$ cat config.mk
export PLATFORM = sky130hd
export DESIGN_NAME = ctu_top
export DESIGN_NICKNAME = d
export VERILOG_FILES = /design/src/core/ctu_pkg.sv /design/src/core/ctu_channel.sv /design/src/core/ctu_top.sv
export VERILOG_INCLUDE_DIRS = /design/src /design/src/core
export SDC_FILE = /design/constraint.sdc
export NUM_CORES = 1
export LEC_CHECK = 0
export BUFFER_PORTS_ARGS = -buffer_cell sky130_fd_sc_hd__buf_4
export CORE_MARGIN = 8
export CORE_UTILIZATION = 55
export DETAILED_ROUTE_END_ITERATION = 8
export GPL_TIMING_DRIVEN = 1
export PLACE_DENSITY_LB_ADDON = 0.25
export SYNTH_ARGS = -nofsm -noshare
export SYNTH_HDL_FRONTEND = slang
export SYNTH_SLANG_ARGS = --single-unit
$ cat constraint.sdc
create_clock -name clk -period 2.4 [get_ports clk]
set_clock_uncertainty 0.2 [all_clocks]
set_input_delay 0.24 -clock clk [delete_from_list [all_inputs] [get_ports clk]]
set_output_delay 0.24 -clock clk [all_outputs]
set_load 0.02 [all_outputs]
$ cat src/core/ctu_defines.svh
`ifndef CTU_DEFINES_SVH
`define CTU_DEFINES_SVH
`define CTU_NUM_CH        4
`define CTU_BIT_CTRL      0
`define CTU_BIT_RESET     1
`define CTU_BIT_TC_NEXT   2
`define CTU_BIT_TRIG_EN   3
`define CTU_BIT_EDGE      4
`define CTU_BIT_PRE256    5
`define CTU_BIT_COUNTER   6
`define CTU_BIT_IRQ_EN    7
`define CTU_CTRL_RESET    8'h00
`define CTU_VEC_RESET     8'h00
`define CTU_PRE_SMALL     8'h0f
`define CTU_PRE_LARGE     8'hff
`define CTU_TRIG_DELAY    2'h2
`define CTU_VEC_CH_LSB    1
`endif

$ cat src/core/ctu_pkg.sv
package ctu_pkg;
    typedef enum logic [1:0]
    {
        CTU_IDLE   = 2'b00,
        CTU_ARMED  = 2'b01,
        CTU_DELAY  = 2'b11,
        CTU_RUN    = 2'b10
    } ctu_state_t;
endpackage

$ cat src/core/ctu_channel.sv
`timescale 1ns/1ps
`include "ctu_defines.svh"
module ctu_channel
(
    input  wire logic       clk,
    input  wire logic       rst_n,
    input  wire logic       wr_ctrl,
    input  wire logic       wr_tc,
    input  wire logic [7:0] wr_data,
    input  wire logic       trig_in,
    output logic [7:0]      ctrl_q,
    output logic            tc_pending_q,
    output logic [7:0]      count_q,
    output logic            zero_pulse_q,
    output logic            irq_q,
    input  wire logic       irq_clear
);
    ctu_pkg::ctu_state_t state_q;
    ctu_pkg::ctu_state_t state_d;
    logic [7:0] tc_q;
    logic [7:0] pre_q;
    logic [1:0] dly_q;
    logic       trig_prev_q;
    logic       tc_loaded_q;
    wire        chan_reset  = wr_ctrl && wr_data[`CTU_BIT_RESET];
    wire        counter_md  = ctrl_q[`CTU_BIT_COUNTER];
    wire        rise_sel    = ctrl_q[`CTU_BIT_EDGE];
    // Edge selected by bit 4
    wire        trig_edge   = rise_sel ? (trig_in && !trig_prev_q)
                                       : (!trig_in && trig_prev_q); // [RL7]
    wire [7:0]  pre_top     = ctrl_q[`CTU_BIT_PRE256] ? `CTU_PRE_LARGE
                                                      : `CTU_PRE_SMALL; // [RL6]
    wire        running     = (state_q == ctu_pkg::CTU_RUN);
    wire        pre_tick    = running && !counter_md && (pre_q == 8'h00); // [RL5]
    wire        cnt_tick    = running && counter_md && trig_edge; // [RL4]
    wire        dec         = pre_tick || cnt_tick;
    wire        hit_zero    = dec && (count_q == 8'h01);
    // Zero-valued constant holds 256 in an 8-bit counter by wrapping
    wire [7:0]  count_dec   = count_q - 8'h01; // [RL15]

    always_comb
    begin
        state_d = state_q;
        unique case (state_q)
            ctu_pkg::CTU_IDLE:
                if (wr_tc && tc_loaded_q)
                    state_d = ctu_pkg::CTU_ARMED;
            ctu_pkg::CTU_ARMED:
                // Auto start or wait for trigger in timer mode
                if (counter_md || !ctrl_q[`CTU_BIT_TRIG_EN])
                    state_d = ctu_pkg::CTU_RUN; // [RL9] [RL14]
                else if (trig_edge)
                    state_d = ctu_pkg::CTU_DELAY; // [RL8]
            ctu_pkg::CTU_DELAY:
                if (dly_q == 2'h1)
                    state_d = ctu_pkg::CTU_RUN; // [RL8]
            ctu_pkg::CTU_RUN:
                state_d = ctu_pkg::CTU_RUN;
        endcase
        if (chan_reset)
            state_d = ctu_pkg::CTU_IDLE; // [RL12]
        else if (wr_tc && state_q == ctu_pkg::CTU_IDLE)
            state_d = ctu_pkg::CTU_ARMED; // [RL13] [RL14]
    end

    always_ff @(posedge clk or negedge rst_n)
    begin
        if (!rst_n)
        begin
            state_q      <= ctu_pkg::CTU_IDLE; // [RL26]
            ctrl_q       <= `CTU_CTRL_RESET;
            tc_pending_q <= 1'b0;
            tc_q         <= 8'h00;
            tc_loaded_q  <= 1'b0;
            count_q      <= 8'h00;
            pre_q        <= 8'h00;
            dly_q        <= 2'h0;
            trig_prev_q  <= 1'b0;
            zero_pulse_q <= 1'b0;
            irq_q        <= 1'b0;
        end
        else
        begin
            state_q     <= state_d;
            trig_prev_q <= trig_in;
            if (wr_ctrl)
            begin
                // Reset bit is a pulse, never stored
                ctrl_q       <= {wr_data[7:2], 1'b0, 1'b1}; // [RL2] [RL12]
                tc_pending_q <= wr_data[`CTU_BIT_TC_NEXT]; // [RL10]
            end
            else if (wr_tc)
                tc_pending_q <= 1'b0;
            if (wr_tc)
            begin
                tc_q        <= wr_data; // [RL10]
                tc_loaded_q <= 1'b1;
            end
            if (state_d == ctu_pkg::CTU_DELAY && state_q != ctu_pkg::CTU_DELAY)
                dly_q <= `CTU_TRIG_DELAY;
            else if (dly_q != 2'h0)
                dly_q <= dly_q - 2'h1;
            if (state_q != ctu_pkg::CTU_RUN)
            begin
                count_q <= wr_tc ? wr_data : tc_q;
                pre_q   <= pre_top;
            end
            else
            begin
                if (!counter_md)
                    pre_q <= (pre_q == 8'h00) ? pre_top : pre_q - 8'h01;
                if (hit_zero)
                    count_q <= tc_q; // [RL16] [RL23]
                else if (dec)
                    count_q <= count_dec;
            end
            zero_pulse_q <= hit_zero && !chan_reset; // [RL24]
            // New zero counts set; older ones are not retroactive
            if (hit_zero && ctrl_q[`CTU_BIT_IRQ_EN])
                irq_q <= 1'b1; // [RL3]
            else if (irq_clear || (wr_ctrl && !wr_data[`CTU_BIT_IRQ_EN]))
                irq_q <= 1'b0;
        end
    end
endmodule

$ cat src/core/ctu_top.sv
`timescale 1ns/1ps
`include "ctu_defines.svh"
// How it works
// RL1 - Two select inputs form binary channel index for writes and reads.
// RL2 - Word with bit 0 set becomes the channel control word.
// RL3 - Bit 7 enables interrupt on each zero count, never retroactively.
// RL4 - Counter mode: selected trigger edge decrements counter, no prescaler.
// RL5 - Timer mode: system clock through prescaler decrements counter.
// RL6 - Bit 5 picks prescale 256 when set, 16 when clear.
// RL7 - Bit 4 picks rising or falling trigger edge.
// RL8 - Bit 3 set: trigger accepted after load, counting starts two clocks later.
// RL9 - Bit 3 clear: timer starts automatically after constant load.
// RL10 - Bit 2 set: next word to channel is the time constant.
// RL11 - Software clears bit 2 only when a valid constant exists.
// RL12 - Bit 1 pulses channel reset; not stored, other bits kept.
// RL13 - Reset with bit 2 set restarts once the constant arrives.
// RL14 - No counting until a time constant follows a bit-2 control word.
// RL15 - Constant zero means 256.
// RL16 - New constant waits until current count reaches zero.
// RL17 - Channel 0 word with bit 0 clear stores upper five vector bits.
// RL18 - Vector bits 1 and 2 carry the interrupting channel code.
// RL19 - Write cycle: read high, request and enable low, machine-cycle-one high.
// RL20 - Written word latched on edge starting third state.
// RL21 - Read returns counter sampled at second-state edge by third state.
// RL22 - Host inserts no wait states in these cycles.
// RL23 - Counter reloads from constant at zero and keeps going.
// RL24 - Channels 0 to 2 pulse zero-count output; channel 3 none.
// RL25 - Lowest numbered requesting channel has interrupt priority.
// RL26 - Reset stops channels, clears enables, outputs inactive.
// RL27 - Channel code in vector bits 2 to 1 equals channel number.
module ctu_top
(
    input  wire logic       clk,
    input  wire logic       rst_n,
    input  wire logic       chip_enable_n,
    input  wire logic       io_request_n,
    input  wire logic       read_n,
    input  wire logic       machine_cycle_one_n,
    input  wire logic       channel_select_low,
    input  wire logic       channel_select_high,
    input  wire logic [7:0] data_in,
    output logic [7:0]      data_out,
    output logic            data_oe_n,
    input  wire logic [3:0] external_clock_trigger,
    output logic [2:0]      zero_count_pulse,
    output logic            interrupt_n,
    output logic [7:0]      vector_out,
    output logic [3:0]      irq_pending,
    output logic [3:0]      irq_enable,
    input  wire logic [3:0] irq_clear
);
    localparam int NCH = `CTU_NUM_CH;
    logic [7:0] vec_base_q;
    logic [7:0] rd_data_q;
    logic       rd_oe_q;
    logic       cyc_q;
    logic [7:0] ctrl_w [NCH];
    logic [7:0] cnt_w [NCH];
    logic [NCH-1:0] pend_w;
    logic [NCH-1:0] irq_w;
    logic [NCH-1:0] zp_w;
    wire [1:0]  sel     = {channel_select_high, channel_select_low}; // [RL1]
    wire        access  = !chip_enable_n && !io_request_n && machine_cycle_one_n;
    // One strobe per bus cycle, taken on the edge after request goes low
    wire        start   = access && !cyc_q;
    wire        wr_stb  = start && read_n; // [RL19] [RL20] [RL22]
    wire        rd_stb  = start && !read_n; // [RL21]
    wire [NCH-1:0] sel_dec = 4'h1 << sel;
    wire        sel_tc  = pend_w[sel];
    wire        is_ctrl = data_in[`CTU_BIT_CTRL] && !sel_tc;
    wire        wr_vec  = wr_stb && !sel_tc && !data_in[`CTU_BIT_CTRL] && (sel == 2'h0);

    genvar g;
    generate
        for (g = 0; g < NCH; g = g + 1)
        begin : g_ch
            ctu_channel u_ch
            (
                .clk          (clk),
                .rst_n        (rst_n),
                .wr_ctrl      (wr_stb && sel_dec[g] && is_ctrl), // [RL2]
                .wr_tc        (wr_stb && sel_dec[g] && pend_w[g]), // [RL10]
                .wr_data      (data_in),
                .trig_in      (external_clock_trigger[g]),
                .ctrl_q       (ctrl_w[g]),
                .tc_pending_q (pend_w[g]),
                .count_q      (cnt_w[g]),
                .zero_pulse_q (zp_w[g]),
                .irq_q        (irq_w[g]),
                .irq_clear    (irq_clear[g])
            );
            assign irq_enable[g] = ctrl_w[g][`CTU_BIT_IRQ_EN];
        end
    endgenerate

    // Channel 3 zero pulse is internal only
    assign zero_count_pulse = zp_w[2:0]; // [RL24]
    assign irq_pending      = irq_w;
    assign interrupt_n      = !(|irq_w);
    wire [1:0] win = irq_w[0] ? 2'h0 :
                     irq_w[1] ? 2'h1 :
                     irq_w[2] ? 2'h2 : 2'h3; // [RL25]
    assign vector_out = {vec_base_q[7:3], win, 1'b0}; // [RL18] [RL27]
    assign data_out   = rd_data_q;
    assign data_oe_n  = !rd_oe_q;

    always_ff @(posedge clk or negedge rst_n)
    begin
        if (!rst_n)
        begin
            vec_base_q <= `CTU_VEC_RESET;
            rd_data_q  <= 8'h00;
            rd_oe_q    <= 1'b0;
            cyc_q      <= 1'b0;
        end
        else
        begin
            cyc_q <= access;
            if (wr_vec)
                vec_base_q <= {data_in[7:3], 3'h0}; // [RL17]
            if (rd_stb)
                rd_data_q <= cnt_w[sel]; // [RL21]
            rd_oe_q <= access && !read_n;
        end
    end
endmodule

==> run summary <==
Die width = 143 um
Syn-to-layout area delta = 19.0%
# DRC = 0
Max Fclk = 420 MHz
Worst-path cell chain = dlygate4sd3_1 -> buf_4 -> or4b_1 -> nor2_2 -> buf_4 -> mux2_2 -> a211o_1
Slew @ Worst Pin = 620 ps
Synth unique cells = 74
Max Cap Viol = 0
RSZ-0062 raised after global routing = no
Clock Sinks = 162
Number of synthesized flops with an enable pin = 0
Post-Place Worst Slack = -41.8 ps
Routed length on met3 = 1290 um
Top layer reached by signal wires = met4
Global-route wire length before repair = 37700 um
DPL Wire Length = 15700 um
Clk buf depth = 2
Placed inst area = 9830 um2
Routability-driven placement congestion ratio = 0.869
CTS root buffer = clkbuf_16
Share of layout cells above drive strength 1 = 25.3%
Crit. End Element = flop
Worst path max stage delay = 610 ps
Io pins = 53
GRT overflow = 0
CTS tree = done
Critical path required time = 2510 ps
Power share of the combinational group = 33.7%
Predominant post-synthesis flop cell = dfrtp_1
CP Class = primary input to flop
Peak VDD IR = 0.576 mV
Pwr dens = 944 nW/um2
Worst-path clk slew = 60 ps
Count of final hold-check violations = 0
Switching pwr = 3.55 mW
Worst Reg-to-Reg Cells = 5
Sw Ratio = 35.4%
Port Buffers = 51
Critical Path AT = 2490 ps
Slew HR = 58.7%
DR vias/cell = 6.02
Total Power = 10.0 mW
Vias in the first global route = 7235
H-tree levels = 4
Worst hold stages = 2
DR WL/cell = 18.8 um
FF+latch count, synth = 162
Post-synthesis cell area = 8930 um2
Final nets = 1040
Synthesized netlist cell count = 893
Async S/R FF share, synth = 100%
Reg power frac = 40.5%
Pint = 6.49 mW
Die extent in y = 143 um
Cell leakage power = 4.82 nW
Syn nets = 941
Initial antenna violation count = 0
GRT Resource Usage Total = 23.4%
Slew Limit Fails = 0
WL met1 = 10000 um
Power share of the clock group = 25.8%
Status = complete, no violations
Largest net degree at the start of global routing = 46
Routed wire length on met2 = 11100 um
Register area share after synthesis = 45.4%
Finish-stage setup viols = 0
Cts bufs inserted = 17
Worst-path maximum fanout = 8
Routed Antenna Nets = 0
# rows = 46
Synth warn = 0
Post-route setup slack = 18.7 ps
DRT Pass-1 Iters = 5
Cell area after layout = 10600 um2
Clock Latency Late Sink = 430 ps
Iter 0 DRT Violations = 605
Diode count = 0
Crit path time final = 2380 ps
Most numerous cell on the critical path = buf_4
Mapped Avg Cell Area = 10.0 um2
Critical path's slowest cell = or4b_1
Worst Hold Class = primary input to flop
Crit start category = primary input
Final wirelength = 22900 um
Die footprint = 20600 um2
Initial Util = 56.2%
Fin crit share = 99.2%
Core Area = 15900 um2
Vias = 7346
routing by layer:
layer | track usage [%] | vias to the layer above
li1 | - | 3443
met1 | 30.9 | 3629
met2 | 38.1 | 237
met3 | 4.31 | 37
met4 | 7.86 | 0
met5 | 0 | -
placed cells by master, fill, tap and decap left out, types with 24 or more instances in the layout:
cell type | Yosys | layout
a21oi_1 | 66 | 65
o21ai_0 | 44 | 44
mux2_2 | 71 | 71
nor2_1 | 73 | 71
buf_4 | 12 | 105
dfrtp_1 | 162 | 162
nor3_1 | 37 | 36
inv_1 | 37 | 37
nand2_1 | 75 | 75
ha_1 | 24 | 24
registers in the layout (all words and copies together) (netlist names), 5 cells and up:
| register | cells |
|---|---|
| g_ch.u_ch.count_q | 32 |
| g_ch.u_ch.pre_q | 32 |
| g_ch.u_ch.tc_q | 32 |
| g_ch.u_ch.ctrl_q | 20 |
| data_out | 8 |
| g_ch.u_ch.dly_q | 8 |
| g_ch.u_ch.state_q | 8 |
| vec_base_q | 5 |
final timing paths:
check                                            start                      end  slack (ps)
min in group asynchronous                        rst_n    g_ch[0].u_ch.pre_q[3]         110
max in group asynchronous                        rst_n     g_ch[1].u_ch.tc_q[7]        1250
worst max register to register                   cyc_q  g_ch[2].u_ch.count_q[4]          50
worst max-delay path                            read_n  g_ch[2].u_ch.count_q[4]          20
worst min-delay path                        data_in[4]            vec_base_q[4]          30
worst min register to register  g_ch[0].u_ch.ctrl_q[3]   g_ch[0].u_ch.ctrl_q[3]         300
power by group through the flow:
stage	clock network, mW	logic, mW	registers, mW
6_report	2.59	3.38	4.07
5_1_grt	2.75	3.77	4.15
4_1_cts	2.64	3.35	4.04
3_5_place_dp	0	3.30	4.07
3_3_place_gp	0	3.21	4.06
2_1_floorplan	0	2.27	3.97
critical path: cells and delay by family:
| family | cells | cell delay, ps |
|---|---|---|
| mux | 1 | 360 |
| buf+inv | 3 | 870 |
| simple gates | 2 | 770 |
| compound gates | 1 | 250 |
through the flow:
stage / hold WS (ps) / setup TNS (ps) / instances / utilization [%]
5_1_grt: 1.15 / 0 / 1221 / 66.9
6_report: 25.9 / 0 / 1221 / 66.9
3_5_place_dp: -3.09 / -64.0 / 1171 / 61.9
4_1_cts: 1.84 / 0 / 1220 / 66.5
3_3_place_gp: -3.59 / 0 / 1171 / 61.9
2_1_floorplan: -256 / 0 / 893 / -
cell families (layout without fill, tap and decap cells):
group | after synthesis | after routing | synth area share [%]
AND/OR/NAND/NOR | 316 | 316 | 18.9
flip-flops | 162 | 162 | 45.4
other | 1 | 1 | 0.0420
buffers and inverters | 83 | 195 | 4.05
XOR/XNOR | 11 | 11 | 1.08
adder cells (fa/ha/maj) | 24 | 24 | 3.36
multiplexers | 99 | 99 | 13.5
AO/OA/AOI/OAI | 197 | 197 | 13.6
timing repair:
action / in CTS / in global routing
resized for setup: 3 / 11
setup endpoints to repair: 4 / 29
hold buffers: 16 / 0
pin swaps: 0 / 2
endpoints found under the hold margin: 184 / 0
buffers inserted: 1 / 1
layout make-up:
| cell class | count | area (um2) |
|---|---|---|
| clock inverter | 9 | 81.3 |
| tap | 216 | 270 |
| timing repair buffer | 125 | 1020 |
| clock buffer | 23 | 478 |
| sequential | 162 | 4050 |
| fill | 1269 | 5260 |
| multi-input combinational | 648 | 4580 |
| inverter | 38 | 143 |
cells in the mapped netlist, drive strengths merged (3+ instances only):
cell type	n	share of area, %
dfrtp	162	45
nand4b	4	0.39
o22a	6	0.59
nor2	76	3.3
clkbuf	28	1.2
xnor2	7	0.69
nor2b	13	0.91
o22ai	6	0.42
ha	24	3.4
mux2i	15	1.7
xor2	4	0.39
a41o	3	0.34
o21ai	44	2.5
nand3	11	0.62
nand2	76	3.2
mux2	76	9.8
or4b	4	0.45
a31oi	20	1.4
mux4	8	2.0
o221ai	3	0.29
nor4b	4	0.56
nand3b	5	0.42
nor4	15	1.4
nand4	13	0.91
or2	5	0.35
and2	4	0.28
a211oi	5	0.42
buf	17	1.3
or4	9	0.80
o21a	4	0.34
nand2b	18	1.3
or3b	3	0.29
a21oi	66	3.7
inv	37	1.6
nor3b	8	0.73
nor3	38	2.2
or3	4	0.28
o31ai	6	0.50
o211ai	13	1.1
Note: power is estimated with default switching activity, not from simulation.
